===== config.mk =====
export PLATFORM = sky130hd
export DESIGN_NAME = acs_top
export DESIGN_NICKNAME = d
export VERILOG_FILES = /design/src/core/acs_pkg.sv /design/src/core/acs_chan_decode.sv /design/src/core/acs_top.sv
export VERILOG_INCLUDE_DIRS = /design/src /design/src/core
export SDC_FILE = /design/constraint.sdc
export NUM_CORES = 1
export LEC_CHECK = 0
export BUFFER_PORTS_ARGS = -buffer_cell sky130_fd_sc_hd__buf_2
export CAP_MARGIN = 5
export CORE_ASPECT_RATIO = 0.9
export CORE_MARGIN = 2
export CORE_UTILIZATION = 48
export CTS_CLUSTER_DIAMETER = 60
export DETAILED_ROUTE_END_ITERATION = 8
export GPL_TIMING_DRIVEN = 0
export PLACE_DENSITY = 0.77
export SYNTH_ARGS = -nofsm -noshare
export SYNTH_HDL_FRONTEND = slang
export SYNTH_SLANG_ARGS = --single-unit

===== constraint.sdc =====
create_clock -name i_mclk -period 3.2 [get_ports i_mclk]
set_input_delay 0.48 -clock i_mclk [delete_from_list [all_inputs] [get_ports i_mclk]]
set_output_delay 0.48 -clock i_mclk [all_outputs]
set_load 0.01 [all_outputs]

===== src/core/acs_cfg.svh =====
// offsets, field positions, reset values and sizes for the converter select block
`ifndef ACS_CFG_SVH
`define ACS_CFG_SVH

// register indices as printed; byte address is four times the index
`define ACS_IDX_RES_LOW 8'h78
`define ACS_IDX_RES_HIGH 8'h79
`define ACS_IDX_SEL 8'h7C
`define ACS_IDX_CTRL 8'h70
`define ACS_IDX_IRQ_STAT 8'h71
`define ACS_IDX_IRQ_MASK 8'h72

`define ACS_ADDR_W 12
`define ACS_ADDR_RES_LOW 12'h1E0
`define ACS_ADDR_RES_HIGH 12'h1E4
`define ACS_ADDR_SEL 12'h1F0
`define ACS_ADDR_CTRL 12'h1C0
`define ACS_ADDR_IRQ_STAT 12'h1C4
`define ACS_ADDR_IRQ_MASK 12'h1C8

// select register fields
`define ACS_SEL_REF_HI 7
`define ACS_SEL_REF_LO 6
`define ACS_SEL_ALIGN 5
`define ACS_SEL_CODE_HI 4
`define ACS_SEL_CODE_LO 0
`define ACS_SEL_RESET 8'h00

// control and interrupt fields
`define ACS_CTRL_START 0
`define ACS_IRQ_DONE 0
`define ACS_IRQ_OVERRUN 1
`define ACS_IRQ_W 2
`define ACS_IRQ_RESET 2'h0

// result coding
`define ACS_RES_W 10
`define ACS_RAW_W 11
`define ACS_SE_MAX 10'h3FF
`define ACS_DIFF_POS_MAX 10'h1FF
`define ACS_DIFF_NEG_MIN 10'h200
`define ACS_RES_RESET 10'h000
`define ACS_CODE_SE_LAST 5'h07
`define ACS_CODE_BANDGAP 5'h1E
`define ACS_CODE_GROUND 5'h1F
`define ACS_NEG_INPUT_ONE 3'h1
`define ACS_NEG_INPUT_TWO 3'h2
`define ACS_NEG_INPUT_ZERO 3'h0

`endif


===== src/core/acs_pkg.sv =====
// types shared by the converter select block
package acs_pkg;

  typedef enum logic [1:0] {
    ACS_REF_EXT_PIN,
    ACS_REF_ANALOG_SUPPLY,
    ACS_REF_INT_1V1,
    ACS_REF_INT_2V56
  } acs_ref_t;

  typedef enum logic [1:0] {
    ACS_GAIN_1X,
    ACS_GAIN_10X,
    ACS_GAIN_200X
  } acs_gain_t;

  typedef enum logic {
    ACS_CONV_IDLE,
    ACS_CONV_BUSY
  } acs_conv_state_t;

endpackage : acs_pkg


===== src/core/acs_chan_decode.sv =====
// channel and gain code decoder
`timescale 1ns/1ps
`include "acs_cfg.svh"

module acs_chan_decode (
  input wire logic [4:0] i_code,
  output logic o_diff,
  output logic [2:0] o_pos_input,
  output logic [2:0] o_neg_input,
  output acs_pkg::acs_gain_t o_gain,
  output logic o_bandgap,
  output logic o_ground
);
  import acs_pkg::*;

  always_comb begin
    o_diff = 1'b0;
    o_pos_input = i_code[2:0];
    o_neg_input = `ACS_NEG_INPUT_ZERO;
    o_gain = ACS_GAIN_1X;
    o_bandgap = 1'b0;
    o_ground = 1'b0;
    if (i_code <= `ACS_CODE_SE_LAST) begin
      o_diff = 1'b0;
    end else if (i_code == `ACS_CODE_BANDGAP) begin
      o_bandgap = 1'b1;
    end else if (i_code == `ACS_CODE_GROUND) begin
      o_ground = 1'b1;
    end else if (i_code[4:3] == 2'h1) begin
      // pairs on 0/1 and 2/3, bit 1 picks the high gain
      o_diff = 1'b1;
      o_neg_input = i_code[2] ? `ACS_NEG_INPUT_TWO : `ACS_NEG_INPUT_ZERO;
      o_pos_input = {1'b0, i_code[2], i_code[0]};
      o_gain = i_code[1] ? ACS_GAIN_200X : ACS_GAIN_10X;
    end else if (i_code[4:3] == 2'h2) begin
      o_diff = 1'b1;
      o_neg_input = `ACS_NEG_INPUT_ONE;
    end else begin
      o_diff = 1'b1;
      o_neg_input = `ACS_NEG_INPUT_TWO;
    end
  end

endmodule : acs_chan_decode


===== src/core/acs_top.sv =====
// input select, result format and apb register file of the converter
// Behaviour
// result bytes hold value once done flag set
// single-ended code is unsigned vin*1024/vref
// single-ended spans 0x000 to 0x3FF
// differential code is diff*gain*512/vref
// differential codes are 10-bit two's complement
// top result bit gives differential sign
// differential saturates at 0x1FF and 0x200
// select register: ref, align, channel; reset zero
// reference select encodes four reference sources
// ref/channel changes wait for conversion end
// software avoids internal reference with external
// differential uses only 2.56V internal reference; the ref field passes to o_ref_sel unchecked for differential codes
// align bit picks left or right justify
// align change reformats result bytes at once
// codes pick single inputs, bandgap, ground
// codes pick differential pairs and gains
// done flag rises when result bytes update
// low read locks result until high read
// byte placement of left and right results
//
// The APB slave port was chosen for this implementation.
`timescale 1ns/1ps
`include "acs_cfg.svh"

module acs_top (
  input wire logic i_mclk,
  input wire logic i_arst_n,
  // apb slave
  input wire logic i_psel,
  input wire logic i_penable,
  input wire logic i_pwrite,
  input wire logic [`ACS_ADDR_W-1:0] i_paddr,
  input wire logic [31:0] i_pwdata,
  input wire logic [3:0] i_pstrb,
  output logic [31:0] o_prdata,
  output logic o_pready,
  output logic o_pslverr,
  // analog front end
  input wire logic i_sar_done_tgl,
  input wire logic [`ACS_RAW_W-1:0] i_sar_raw,
  output logic o_conv_start,
  output logic o_busy,
  output acs_pkg::acs_ref_t o_ref_sel,
  output logic o_diff,
  output logic [2:0] o_pos_input,
  output logic [2:0] o_neg_input,
  output acs_pkg::acs_gain_t o_gain,
  output logic o_bandgap,
  output logic o_ground,
  // interrupt
  output logic o_irq
);
  import acs_pkg::*;

  ////////////////////////////////////////////////////////////////////////////
  // declarations
  logic sync_tgl_a_reg;
  logic sync_tgl_b_reg;
  logic tgl_prev_reg;
  logic [`ACS_RAW_W-1:0] sync_raw_a_reg;
  logic [`ACS_RAW_W-1:0] sync_raw_b_reg;
  logic done_evt;

  logic [7:0] sel_reg;
  logic [7:0] sel_next;
  logic [`ACS_RES_W-1:0] result_reg;
  logic [`ACS_RES_W-1:0] result_next;
  logic lock_reg;
  logic lock_next;
  logic [`ACS_IRQ_W-1:0] stat_reg;
  logic [`ACS_IRQ_W-1:0] stat_next;
  logic [`ACS_IRQ_W-1:0] mask_reg;
  logic [`ACS_IRQ_W-1:0] mask_next;
  logic irq_reg;
  logic irq_next;

  acs_conv_state_t state_reg;
  acs_conv_state_t state_next;
  logic start_reg;
  logic start_next;
  logic [1:0] act_ref_reg;
  logic [1:0] act_ref_next;
  logic [4:0] act_code_reg;
  logic [4:0] act_code_next;

  logic dec_diff;
  logic [2:0] dec_pos;
  logic [2:0] dec_neg;
  acs_gain_t dec_gain;
  logic dec_bandgap;
  logic dec_ground;
  logic diff_reg;
  logic [2:0] pos_reg;
  logic [2:0] neg_reg;
  acs_gain_t gain_reg;
  logic bandgap_reg;
  logic ground_reg;

  logic [31:0] prdata_reg;
  logic [31:0] prdata_next;
  logic pready_reg;
  logic pready_next;
  logic pslverr_reg;
  logic pslverr_next;
  logic [31:0] rd_data;
  logic addr_hit;
  logic xfer_end;
  logic wr_en;
  logic rd_low;
  logic rd_high;
  logic [7:0] fmt_low;
  logic [7:0] fmt_high;
  logic [`ACS_RES_W-1:0] sat_code;

  ////////////////////////////////////////////////////////////////////////////
  // front end crossing; raw code is stable before the toggle moves
  always_ff @(posedge i_mclk or negedge i_arst_n) begin
    if (!i_arst_n) begin
      sync_tgl_a_reg <= 1'b0;
      sync_tgl_b_reg <= 1'b0;
      tgl_prev_reg <= 1'b0;
      sync_raw_a_reg <= '0;
      sync_raw_b_reg <= '0;
    end else begin
      sync_tgl_a_reg <= i_sar_done_tgl;
      sync_tgl_b_reg <= sync_tgl_a_reg;
      tgl_prev_reg <= sync_tgl_b_reg;
      sync_raw_a_reg <= i_sar_raw;
      sync_raw_b_reg <= sync_raw_a_reg;
    end
  end

  assign done_evt = sync_tgl_b_reg ^ tgl_prev_reg;

  ////////////////////////////////////////////////////////////////////////////
  // result coding from the wide raw value
  always_comb begin
    if (diff_reg) begin
      // raw is signed here; clamp into the 10-bit two's complement range
      if (!sync_raw_b_reg[10] && sync_raw_b_reg[9]) begin
        sat_code = `ACS_DIFF_POS_MAX;
      end else if (sync_raw_b_reg[10] && !sync_raw_b_reg[9]) begin
        sat_code = `ACS_DIFF_NEG_MIN;
      end else begin
        sat_code = sync_raw_b_reg[9:0];
      end
    end else begin
      // unsigned, anything past full scale reads as the top code
      sat_code = sync_raw_b_reg[10] ? `ACS_SE_MAX : sync_raw_b_reg[9:0];
    end
  end

  // formatting follows the live align bit, not the one at conversion
  always_comb begin
    if (sel_reg[`ACS_SEL_ALIGN]) begin
      fmt_high = result_reg[9:2];
      fmt_low = {result_reg[1:0], 6'h00};
    end else begin
      fmt_high = {6'h00, result_reg[9:8]};
      fmt_low = result_reg[7:0];
    end
  end

  ////////////////////////////////////////////////////////////////////////////
  // apb decode; one wait state so read data comes from a flop
  always_comb begin
    addr_hit = 1'b1;
    rd_data = 32'h0000_0000;
    case (i_paddr)
      `ACS_ADDR_SEL: rd_data = {24'h00_0000, sel_reg};
      `ACS_ADDR_RES_LOW: rd_data = {24'h00_0000, fmt_low};
      `ACS_ADDR_RES_HIGH: rd_data = {24'h00_0000, fmt_high};
      `ACS_ADDR_CTRL: rd_data = {31'h0000_0000, state_reg == ACS_CONV_BUSY};
      `ACS_ADDR_IRQ_STAT: rd_data = {30'h0000_0000, stat_reg};
      `ACS_ADDR_IRQ_MASK: rd_data = {30'h0000_0000, mask_reg};
      default: addr_hit = 1'b0;
    endcase
  end

  assign xfer_end = i_psel & i_penable & pready_reg;
  assign wr_en = xfer_end & i_pwrite & addr_hit & i_pstrb[0];
  assign rd_low = xfer_end & !i_pwrite & (i_paddr == `ACS_ADDR_RES_LOW);
  assign rd_high = xfer_end & !i_pwrite & (i_paddr == `ACS_ADDR_RES_HIGH);

  always_comb begin
    pready_next = i_psel & i_penable & !pready_reg;
    pslverr_next = i_psel & i_penable & !pready_reg & !addr_hit;
    prdata_next = prdata_reg;
    if (i_psel && i_penable && !pready_reg) begin
      prdata_next = i_pwrite ? 32'h0000_0000 : rd_data;
    end
  end

  always_ff @(posedge i_mclk or negedge i_arst_n) begin
    if (!i_arst_n) begin
      prdata_reg <= 32'h0000_0000;
      pready_reg <= 1'b0;
      pslverr_reg <= 1'b0;
    end else begin
      prdata_reg <= prdata_next;
      pready_reg <= pready_next;
      pslverr_reg <= pslverr_next;
    end
  end

  ////////////////////////////////////////////////////////////////////////////
  // registers, conversion sequence and interrupt
  always_comb begin
    sel_next = sel_reg;
    mask_next = mask_reg;
    stat_next = stat_reg;
    result_next = result_reg;
    lock_next = lock_reg;
    state_next = state_reg;
    start_next = 1'b0;
    if (wr_en && i_paddr == `ACS_ADDR_SEL) begin
      sel_next = i_pwdata[7:0];
    end
    if (wr_en && i_paddr == `ACS_ADDR_IRQ_MASK) begin
      mask_next = i_pwdata[`ACS_IRQ_W-1:0];
    end
    if (wr_en && i_paddr == `ACS_ADDR_IRQ_STAT) begin
      stat_next = stat_reg & ~i_pwdata[`ACS_IRQ_W-1:0];
    end
    // a high byte read releases before a low byte read can lock again
    if (rd_high) begin
      lock_next = 1'b0;
    end
    if (rd_low) begin
      lock_next = 1'b1;
    end
    case (state_reg)
      ACS_CONV_IDLE: begin
        if (wr_en && i_paddr == `ACS_ADDR_CTRL && i_pwdata[`ACS_CTRL_START]) begin
          state_next = ACS_CONV_BUSY;
          start_next = 1'b1;
        end
      end
      ACS_CONV_BUSY: begin
        if (done_evt) begin
          state_next = ACS_CONV_IDLE;
          if (lock_reg) begin
            // result dropped while software sits between the two byte reads
            stat_next[`ACS_IRQ_OVERRUN] = 1'b1;
          end else begin
            result_next = sat_code;
            stat_next[`ACS_IRQ_DONE] = 1'b1;
          end
        end
      end
      default: state_next = ACS_CONV_IDLE;
    endcase
    irq_next = |(stat_next & mask_next);
  end

  // selection seen by the front end freezes during a conversion
  always_comb begin
    if (state_reg == ACS_CONV_BUSY && !done_evt) begin
      act_ref_next = act_ref_reg;
      act_code_next = act_code_reg;
    end else begin
      act_ref_next = sel_next[`ACS_SEL_REF_HI:`ACS_SEL_REF_LO];
      act_code_next = sel_next[`ACS_SEL_CODE_HI:`ACS_SEL_CODE_LO];
    end
  end

  always_ff @(posedge i_mclk or negedge i_arst_n) begin
    if (!i_arst_n) begin
      sel_reg <= `ACS_SEL_RESET;
      mask_reg <= `ACS_IRQ_RESET;
      stat_reg <= `ACS_IRQ_RESET;
      result_reg <= `ACS_RES_RESET;
      lock_reg <= 1'b0;
      state_reg <= ACS_CONV_IDLE;
      start_reg <= 1'b0;
      irq_reg <= 1'b0;
      act_ref_reg <= 2'h0;
      act_code_reg <= 5'h00;
    end else begin
      sel_reg <= sel_next;
      mask_reg <= mask_next;
      stat_reg <= stat_next;
      result_reg <= result_next;
      lock_reg <= lock_next;
      state_reg <= state_next;
      start_reg <= start_next;
      irq_reg <= irq_next;
      act_ref_reg <= act_ref_next;
      act_code_reg <= act_code_next;
    end
  end

  ////////////////////////////////////////////////////////////////////////////
  // channel decode, registered so the pins come from flops
  acs_chan_decode u_decode (
    .i_code(act_code_next),
    .o_diff(dec_diff),
    .o_pos_input(dec_pos),
    .o_neg_input(dec_neg),
    .o_gain(dec_gain),
    .o_bandgap(dec_bandgap),
    .o_ground(dec_ground)
  );

  always_ff @(posedge i_mclk or negedge i_arst_n) begin
    if (!i_arst_n) begin
      diff_reg <= 1'b0;
      pos_reg <= 3'h0;
      neg_reg <= 3'h0;
      gain_reg <= ACS_GAIN_1X;
      bandgap_reg <= 1'b0;
      ground_reg <= 1'b0;
    end else begin
      diff_reg <= dec_diff;
      pos_reg <= dec_pos;
      neg_reg <= dec_neg;
      gain_reg <= dec_gain;
      bandgap_reg <= dec_bandgap;
      ground_reg <= dec_ground;
    end
  end

  ////////////////////////////////////////////////////////////////////////////
  // outputs
  assign o_prdata = prdata_reg;
  assign o_pready = pready_reg;
  assign o_pslverr = pslverr_reg;
  assign o_conv_start = start_reg;
  assign o_busy = state_reg == ACS_CONV_BUSY;
  assign o_ref_sel = acs_ref_t'(act_ref_reg);
  assign o_diff = diff_reg;
  assign o_pos_input = pos_reg;
  assign o_neg_input = neg_reg;
  assign o_gain = gain_reg;
  assign o_bandgap = bandgap_reg;
  assign o_ground = ground_reg;
  assign o_irq = irq_reg;

endmodule : acs_top


; Yosys cells after proc, flatten, opt, wreduce, memory -nomap -nowiden
; Cells that the tools add are included.
[totals]
regBits = 103
input_bits = 65
out_inout_bits = 50
word_cells = 118
[op_classes]
order_cmp = 1
n_eq_ne = 10
mux = 46
bitwise = 16
reduce_logical = 20
[ops]
columns = op, count
row1 = "equality test 12 x 9 -> 1 bit, second input constant", 6
row2 = case mux 8 bit (6 select lines), 1
row3 = two-way mux 10 bit, 4
row4 = two-way mux 32 bit, 1
row5 = two-way mux 3 bit, 8
row6 = two-way mux 8 bit, 3
row7 = two-way mux 2 bit, 11
row8 = two-way mux 1 bit, 16
row9 = AND 1 bit, 10
row10 = "equality test 5 bit, second input constant", 2
row11 = logical AND 1 bit, 10
row12 = logical NOT 1 bit, 6
row13 = OR reduction 6 bit, 1
row14 = "less-or-equal comparator 5 x 3 -> 1 bit, second input constant", 1
row15 = two-way mux 5 bit, 1
row16 = AND 2 bit, 2
row17 = AND reduction 3 bit, 1
row18 = "equality test 2 x 1 -> 1 bit, second input constant", 1
row19 = "equality test 2 bit, second input constant", 1
row20 = NOT 1 bit, 2
row21 = NOT 2 bit, 1
row22 = case mux 1 bit (2 select lines), 1
row23 = nonzero test 2 bit, 1
row24 = OR reduction 2 bit, 1
row25 = bitwise XOR 1 bit, 1

; Depth between registers and ports, before layout
; Gate-level depths: netlist of run 1.
[logic_depth]
depth_word = 14
mapped_depth = 7
mapped_depth_nobuf = 6

; By module
; A second synthesis of run 1 with hierarchy kept.
[hier_totals]
hier_cells = 283
hier_area_um2 = 3372.0
[by_module_without_submodules]
columns = module, n_inst, cells_each, area_per_inst_um2, seq_area_each_um2
row1 = acs_top, 1, 266, 3260.6, 1976.9
row2 = acs_chan_decode, 1, 17, 111.4, 0.0

; Worst setup path before layout of run 1
; OpenSTA, ideal clock, no wires.
[synth_timing]
path_kind = input to register
from = input i_paddr[9]
to = register pos_reg[1] (netlist: o_pos_input[1])
setup_ns = 0.125
arrival_time_ns = 1.970
setup_slack_ns = 1.104
cell_stages = 7
path_buffers = 1
path_cell_list = nor4b_4 and4_1 buf_6 nand3_4 a31oi_4 nor2b_4 mux2_4
[synth_via]
elab_chain_len = 13
elab_cells_between_ends = 21
[synth_rtl]
columns = element, line
row1 = start: declaration, acs_top.sv:34  ; input wire logic [`ACS_ADDR_W-1:0] i_paddr,
row2 = equality test 12 x 9 -> 1 bit, acs_top.sv:171  ; case (i_paddr)
row3 = OR reduction 6 bit (no line), -
row4 = two-way mux 1 bit, acs_top.sv:171
row5 = AND 1 bit (2 in series), acs_top.sv:183  ; assign wr_en = xfer_end & i_pwrite & addr_hit & i_pstrb[0];
row6 = logical AND 1 bit (no line) (*), -
row7 = two-way mux 8 bit (*), acs_top.sv:218  ; if (wr_en && i_paddr == `ACS_ADDR_SEL) begin
row8 = two-way mux 5 bit (*), acs_top.sv:260  ; if (state_reg == ACS_CONV_BUSY && !done_evt) begin
row9 = named net act_code_next[3], acs_top.sv:86  ; logic [4:0] act_code_next;
row10 = equality test 2 x 1 -> 1 bit, acs_chan_decode.sv:29  ; end else if (i_code[4:3] == 2'h1) begin
row11 = two-way mux 3 bit, acs_chan_decode.sv:29
row12 = two-way mux 3 bit, acs_chan_decode.sv:27  ; end else if (i_code == `ACS_CODE_GROUND) begin
row13 = two-way mux 3 bit, acs_chan_decode.sv:25  ; end else if (i_code == `ACS_CODE_BANDGAP) begin
row14 = two-way mux 3 bit (*), acs_chan_decode.sv:23  ; if (i_code <= `ACS_CODE_SE_LAST) begin
row15 = named net dec_pos[1], acs_top.sv:89  ; logic [2:0] dec_pos;
row16 = end signal: assignment, acs_top.sv:317  ; pos_reg <= dec_pos;
row17 = end: declaration, acs_top.sv:95  ; logic [2:0] pos_reg;
; Mark *: on every way through the listed nets, which the timed path passes. The rest lies on a longest branch.
; A chain may end at the register's enable or synchronous reset.

; Worst setup path after layout of run 1
[layout_timing]
from = register pready_reg (netlist: o_pready)
to = register bandgap_reg (netlist: o_bandgap)
[layout_via]
elab_chain_len = 10
elab_cells_between_ends = 11
[layout_rtl]
columns = element, line
row1 = start: declaration, acs_top.sv:103  ; logic pready_reg;
row2 = start signal: assignment, acs_top.sv:203  ; pready_reg <= pready_next;
row3 = AND 1 bit (*), acs_top.sv:182  ; assign xfer_end = i_psel & i_penable & pready_reg;
row4 = AND 1 bit (*) (3 in series), acs_top.sv:183
row5 = logical AND 1 bit (no line) (*), -
row6 = two-way mux 8 bit (*), acs_top.sv:218
row7 = named net sel_next[0], acs_top.sv:67  ; logic [7:0] sel_next;
row8 = two-way mux 5 bit (*), acs_top.sv:260
row9 = named net act_code_next[0], acs_top.sv:86
row10 = "parallel branches: the longest is 2 deep, another holds less-or-equal comparator 5 x 3 -> 1 bit", -
row11 = two-way mux 1 bit (*), acs_chan_decode.sv:23
row12 = named net dec_bandgap, acs_top.sv:92  ; logic dec_bandgap;
row13 = end signal: assignment, acs_top.sv:320  ; bandgap_reg <= dec_bandgap;
row14 = end: declaration, acs_top.sv:98  ; logic bandgap_reg;
; Mark *: on every way through the listed nets, which the timed path passes.

==> results of run 1 <==
-- worst min path at each step --
stage | startpoint | to | slack, ps | depth (start not counted)
2_1_floorplan | i_arst_n | act_code_reg[1]$_DFF_PN0_ | 180 | 0
3_3_place_gp | sync_raw_a_reg[10]$_DFF_PN0_ | sync_raw_b_reg[10]$_DFF_PN0_ | 330 | 0
3_5_place_dp | sync_raw_a_reg[10]$_DFF_PN0_ | sync_raw_b_reg[10]$_DFF_PN0_ | 330 | 0
4_1_cts | i_sar_raw[9] | sync_raw_a_reg[9]$_DFF_PN0_ | 220 | 1
5_1_grt | i_sar_done_tgl | sync_tgl_a_reg$_DFF_PN0_ | 200 | 1
6_report | i_sar_done_tgl | sync_tgl_a_reg$_DFF_PN0_ | 230 | 1
-- stage by stage --
step | hold WS (ps) | util, %
2_1_floorplan | 184.4 | -
3_3_place_gp | 333.6 | 58.08
3_5_place_dp | 334.7 | 58.12
4_1_cts | 218.8 | 61.78
5_1_grt | 203.2 | 61.78
6_report | 232.5 | 61.78
-- cells in the mapped netlist, types with 2 or more instances --
cell type / number
sky130_fd_sc_hd__nand3_1: 5
sky130_fd_sc_hd__nor2_1: 24
sky130_fd_sc_hd__nor3_1: 2
sky130_fd_sc_hd__mux2_2: 10
sky130_fd_sc_hd__nand2b_1: 2
sky130_fd_sc_hd__nor2b_1: 5
sky130_fd_sc_hd__inv_1: 5
sky130_fd_sc_hd__a22o_1: 6
sky130_fd_sc_hd__a221oi_1: 2
sky130_fd_sc_hd__nor3_2: 2
sky130_fd_sc_hd__nand4_1: 5
sky130_fd_sc_hd__and3_1: 5
sky130_fd_sc_hd__and2_1: 5
sky130_fd_sc_hd__nand2_1: 25
sky130_fd_sc_hd__a31oi_1: 12
sky130_fd_sc_hd__o21bai_1: 8
sky130_fd_sc_hd__mux2i_1: 2
sky130_fd_sc_hd__a21oi_1: 17
sky130_fd_sc_hd__o31ai_1: 2
sky130_fd_sc_hd__a31oi_4: 3
sky130_fd_sc_hd__o21ai_0: 16
sky130_fd_sc_hd__clkbuf_1: 8
sky130_fd_sc_hd__buf_4: 26
sky130_fd_sc_hd__dfrtp_1: 77
-- where the power goes --
part | internal, mW | switching, mW | total (mW)
registers | 0.990 | 0.00732 | 0.997
clock network | 0.539 | 0.355 | 0.894
logic | 0.0508 | 0.0697 | 0.121
-- kinds of logic after synthesis --
family / Yosys count / synth area share [%]
simple gates: 90 / 14.43
flops: 77 / 57.12
compound gates: 75 / 15.73
buf+inv: 41 / 7.715
mux: 13 / 4.377
xor+xnor: 2 / 0.5194
other cells: 1 / 0.1112
-- worst max-delay path, cell delays in order, from the launching register on --
cell and delay (ps):
sky130_fd_sc_hd__dfrtp_1 350, sky130_fd_sc_hd__and3_1 190, sky130_fd_sc_hd__nand3_1 200, sky130_fd_sc_hd__nor3_2 540
sky130_fd_sc_hd__mux2_2 440, sky130_fd_sc_hd__o21ba_2 220, sky130_fd_sc_hd__nor2_1 100
-- final cells by class --
| cell class | instances | area, um^2 | area share (%) |
|---|---|---|---|
| inverter | 5 | 18.77 | 0.4540 |
| multi-input combinational | 205 | 1276 | 30.87 |
| buffer | 36 | 241.5 | 5.841 |
| timing repair buffer | 62 | 312.8 | 7.567 |
| tap | 90 | 112.6 | 2.724 |
| clock inverter | 5 | 107.6 | 2.603 |
| clock buffer | 10 | 137.6 | 3.329 |
| sequential | 77 | 1927 | 46.61 |
-- routing by layer --
metal / up-vias / wire, um
met5: - / 0
met4: 0 / 78
met3: 7 / 581
met2: 97 / 2994
met1: 1157 / 3107
li1: 1194 / -
==> parameters.txt, run 1 <==
Parameter                              Value

STA
  Actual transition at the worst max-transition pin ... 920.8 ps
  Final hold violations ... 0
  Final-report max-slew violation count ... 0
  Max transition margin ... 38.62%
  Share of the clock period used by the worst path after layout ... 66.22%
  Fin worst setup slack ... 1081 ps
  Clock period minus worst slack ... 2119 ps
  Unrepaired setup endpoints after global routing ... no
  Sum Neg Setup Slack ... 0 ps
  Achievable clock frequency ... 0.4719 GHz
  Finish-stage setup viols ... 0
  Layout Skew ... 8.032 ps

Worst setup path
  CP Data Arrival Time ... 2400 ps
  Required time of the critical path ... 3480 ps
  Register-to-Register Setup Slack ... 1080 ps
  Startpoint type of the worst setup path ... register
  Startpoint of the lowest-slack register-to-register path ... o_pready$_DFF_PN0_
  Worst-case reg-to-reg path depth ... 6
  Critical path capture point ... o_bandgap$_DFF_PN0_
  Timing startpoint of the critical path ... o_pready$_DFF_PN0_
  Kind of end point of the critical path ... register
  Capture instance of the worst register-to-register path ... o_bandgap$_DFF_PN0_
  Largest fanout of any net on the critical path ... 6
  Worst Path Class, Setup ... register to register

Place
  Half-perimeter wire length after detailed placement ... 4874 um
  Post-place setup slack ... 744.5 ps
  Port bufs ... 62
  Routability cong. ... 0.8645
  Cell area after placement ... 3889 um^2
  Dpl cells ... 475

Synthesis
  Cell area after synthesis ... 3373 um^2
  Synth top area cells ... sky130_fd_sc_hd__dfrtp_1 (57%), sky130_fd_sc_hd__buf_4 (5.8%), sky130_fd_sc_hd__mux2_2 (3.3%)
  Share of flip-flops with an asynchronous set or reset ... 100.0%
  Biggest area consumer among synthesized cells ... sky130_fd_sc_hd__dfrtp_1
  Synthesized flop and latch total ... 77
  EDFF count, synth ... 0
  Count of unique library cells instantiated by Yosys ... 49
  Post-synthesis area per instance ... 11.28 um^2
  Yosys warning count ... 0
  Synthesized instance count ... 299
  Share of the synthesized area in the top cell type ... 57.12%
  Most frequently used flop master after synthesis ... sky130_fd_sc_hd__dfrtp_1
  Sequential cell area fraction in the yosys report ... 57.12%

Floorplan
  Standard cell core area ... 6691 um^2
  Count of pins on the block boundary ... 115
  Initial cell density of the core ... 50.41%
  Placement Rows ... 28
  Die Span X ... 92.37 um
  Overall die height ... 83.53 um
  Floorplan die area ... 7715 um^2

Final layout
  Top library cells by usage in the layout, fill and taps aside ... sky130_fd_sc_hd__dfrtp_1 (77), sky130_fd_sc_hd__buf_2 (62), sky130_fd_sc_hd__buf_4 (27), sky130_fd_sc_hd__nand2_1 (25), sky130_fd_sc_hd__conb_1 (25)
  Share of cells above drive strength 1 ... 32.25%
  Number of non-filler instances in the completed layout ... 490
  Antenna diode instance count ... 0
  Total number of nets in the final design ... 461
  # fillers ... 524
  Post-route standard cell area excluding fillers ... 4134 um^2
  Area Overhead vs Synth ... 22.55%
  Leading cell type in the layout, fill and taps excluded ... sky130_fd_sc_hd__dfrtp_1

Clock tree
  CTS max path bufs ... 2
  Root buffer cell ... sky130_fd_sc_hd__clkbuf_8
  Resized cells post-CTS ... 0
  Deepest level of the CTS H-tree ... 3
  Clock network latency to the later pin of the worst-skew pair ... 350 ps
  CTS buffer count ... 9
  Count of clock tree sinks ... 77
  Setup bufs post-CTS ... 0
  Clock slew at reported path FFs ... 80 ps
  CTS tree ... yes
  Hold-fix buffer count after cts ... 0

Drt
  Vias after detailed routing ... 2,455
  Number of search-and-repair iterations in the first detailed-routing pass ... 4
  DRT antenna net count ... 0
  Sum of routed wire length over all layers ... 6762 um
  Post-detailed-route wirelength per cell ... 13.80 um
  # DRC ... 0
  Number of DRC markers in iteration 0 ... 124
  Ratio of routed vias to standard cells ... 5.010

Global route
  GR Util met1 ... 26.60%
  Initial antenna violation count ... 0
  Number of global-route vias before repair ... 2,365
  GR Util All Layers ... 18.64%
  Met2 capacity usage during global routing ... 26.81%
  First-pass GRT wire length ... 11,260 um
  Grt peak-use layer ... met2
  Total congestion overflow ... 0
  Maximum number of pins on one net before global-route repair ... 78
  Global routing met3 resource utilization ... 7.317%

Pwr
  Total power density per cell area ... 486.5 nW/um^2
  Peak ir drop on the vdd network ... 360.5 uV
  Final Total Pwr ... 2.011 mW
  Static leakage ... 2.089 nW

Outcome
  Status ... finished, final reports clean

Min path
  HP Class ... primary input to register

Run
  Reported max-cap violation count ... 0
Note: power is estimated with default switching activity, not from simulation.
==> inputs of run 2 (changes only) <==
==> constraint.sdc (replaced) <==
create_clock -name i_mclk -period 2.1 [get_ports i_mclk]
set_input_delay 0.315 -clock i_mclk [delete_from_list [all_inputs] [get_ports i_mclk]]
set_output_delay 0.315 -clock i_mclk [all_outputs]
set_load 0.01 [all_outputs]
==> run 2 against run 1 <==
Against the previous run: clock power up 52%; power up 53%; critical path depth up 1; highest routed layer unchanged; critical endpoint is now o_irq$_DFF_PN0_; fmax up 6.9%; sequential share of layout area down 0.15 points; sequential power up 52%; setup slack worse by 960 ps.
==> parameters.txt, run 2 (synthesis gave the netlist of run 1 again) <==
Parameter                              Value

Outcome
  Status ... finished, final reports clean

Final layout
  Top library cells by usage in the layout, fill and taps aside ... sky130_fd_sc_hd__dfrtp_1 (77), sky130_fd_sc_hd__buf_2 (61), sky130_fd_sc_hd__buf_4 (27), sky130_fd_sc_hd__nand2_1 (25), sky130_fd_sc_hd__conb_1 (25)
  Antenna diode instance count ... 0
  Total number of nets in the final design ... 461
  Area Overhead vs Synth ... 22.96%
  Share of cells above drive strength 1 ... 32.50%
  Number of non-filler instances in the completed layout ... 490
  Leading cell type in the layout, fill and taps excluded ... sky130_fd_sc_hd__dfrtp_1

Worst setup path
  Startpoint of the lowest-slack register-to-register path ... o_pready$_DFF_PN0_
  Kind of end point of the critical path ... register
  Largest fanout of any net on the critical path ... 6
  Startpoint type of the worst setup path ... register
  Worst-case reg-to-reg path depth ... 7
  Required time of the critical path ... 2340 ps
  Worst Path Class, Setup ... register to register
  CP Data Arrival Time ... 2220 ps
  Register-to-Register Setup Slack ... 120 ps
  Capture instance of the worst register-to-register path ... o_irq$_DFF_PN0_

Min path
  Worst hold path startpoint ... i_sar_done_tgl
  Endpoint of the worst hold path ... sync_tgl_a_reg$_DFF_PN0_
  Number of cells on the worst hold path ... 1
  HP Class ... primary input to register

Drt
  Ratio of routed vias to standard cells ... 5.004
  Post-detailed-route wirelength per cell ... 13.87 um
  # DRC ... 0
  Number of DRC markers in iteration 0 ... 117
  Vias after detailed routing ... 2,452
  DRT antenna net count ... 0
  Sum of routed wire length over all layers ... 6797 um
  Number of search-and-repair iterations in the first detailed-routing pass ... 4

Pwr
  Total power density per cell area ... 739.6 nW/um^2
  Final Total Pwr ... 3.068 mW
  Static leakage ... 2.094 nW
  Peak ir drop on the vdd network ... 550.2 uV

Floorplan
  Standard cell core area ... 6691 um^2
  Count of pins on the block boundary ... 115
  Die Span X ... 92.37 um
  Placement Rows ... 28
  Floorplan die area ... 7715 um^2
  Initial cell density of the core ... 50.41%
  Overall die height ... 83.53 um

Place
  Port bufs ... 62
  Dpl cells ... 475
  Half-perimeter wire length after detailed placement ... 4874 um
  Routability cong. ... 0.8645

Global route
  Number of global-route vias before repair ... 2,375
  Initial antenna violation count ... 0
  Total congestion overflow ... 0
  GR Util All Layers ... 18.75%
  First-pass GRT wire length ... 11,320 um
  Maximum number of pins on one net before global-route repair ... 78

Clock tree
  CTS max path bufs ... 2
  CTS tree ... yes
  Setup bufs post-CTS ... 0
  Count of clock tree sinks ... 77
  Root buffer cell ... sky130_fd_sc_hd__clkbuf_8
  CTS buffer count ... 9
  Clock network latency to the later pin of the worst-skew pair ... 350 ps
  Deepest level of the CTS H-tree ... 3
  Clock slew at reported path FFs ... 80 ps

STA
  Layout Skew ... 8.257 ps
  Clock period minus worst slack ... 1982 ps
  Final-report max-slew violation count ... 0
  Actual transition at the worst max-transition pin ... 916.0 ps
  Finish-stage setup viols ... 0
  Achievable clock frequency ... 0.5044 GHz
  Final hold violations ... 0
  Share of the clock period used by the worst path after layout ... 94.40%
  Max transition margin ... 38.94%

Run
  Reported max-cap violation count ... 0
run 2: worst max-delay path, stage by stage (launching register included):
cell                       delay (ps)
sky130_fd_sc_hd__dfrtp_1          360
sky130_fd_sc_hd__and3_1           190
sky130_fd_sc_hd__and3_1           160
sky130_fd_sc_hd__clkbuf_4         200
sky130_fd_sc_hd__and3_4           210
sky130_fd_sc_hd__and2_1           160
sky130_fd_sc_hd__mux2_2           350
sky130_fd_sc_hd__a22o_1           230
run 2: layer usage:
layer	wire length, um	vias to the layer above	global-route usage [%]
met5	0	-	0
met4	76	0	4.885
met3	617	7	7.769
met2	3019	109	26.94
met1	3084	1142	26.44
li1	-	1194	-
run 2: through the flow:
step | hold slack [ps] | utilization (%) | worst slack (ps) | area [um^2] | TNS [ps]
floorplan | 19.41 | - | 169.5 | 3463 | 0
detailed placement | 334.7 | 58.12 | -190.5 | 3889 | -1088
global placement | 333.6 | 58.08 | -145.6 | 3886 | -730.5
global route | 38.22 | 61.99 | -16.48 | 4148 | -23.39
CTS | 53.75 | 61.87 | 69.37 | 4140 | 0
finish | 68.41 | 61.99 | 117.6 | 4148 | 0
run 2: how the worst max path moves through the flow:
stage                             from                       end  slack (ps)  cells past startpoint
detailed placement          i_paddr[9]  o_pos_input[1]$_DFF_PN0_        -190                      7
finish              o_pready$_DFF_PN0_           o_irq$_DFF_PN0_         120                      7
global route        o_pready$_DFF_PN0_       o_bandgap$_DFF_PN0_         -20                      6
floorplan                   i_paddr[9]  o_pos_input[1]$_DFF_PN0_         170                      7
global placement            i_paddr[9]  o_pos_input[1]$_DFF_PN0_        -150                      7
CTS                 o_pready$_DFF_PN0_           o_irq$_DFF_PN0_          70                      7
run 2: cell type report:
class,count,area (um^2)
Fill cell,524,2544
Inverter,5,18.77
Buffer,36,244.0
Timing Repair Buffer,62,312.8
Sequential cell,77,1927
Multi-Input combinational cell,205,1287
Clock inverter,5,107.6
Clock buffer,10,137.6
Tap cell,90,112.6
run 2: power breakdown:
| group | leakage, nW | switching (mW) | internal (mW) |
|---|---|---|---|
| registers | 1.02 | 0.0112 | 1.51 |
| logic | 0.955 | 0.107 | 0.0776 |
| clock network | 0.123 | 0.543 | 0.822 |
run 2: repair_timing:
| item | in CTS | in global routing |
|---|---|---|
| pin swaps | 0 | 1 |
| hold buffers | 0 | 0 |
| resized for setup | 1 | 3 |
| endpoints found under the setup margin | 1 | 3 |
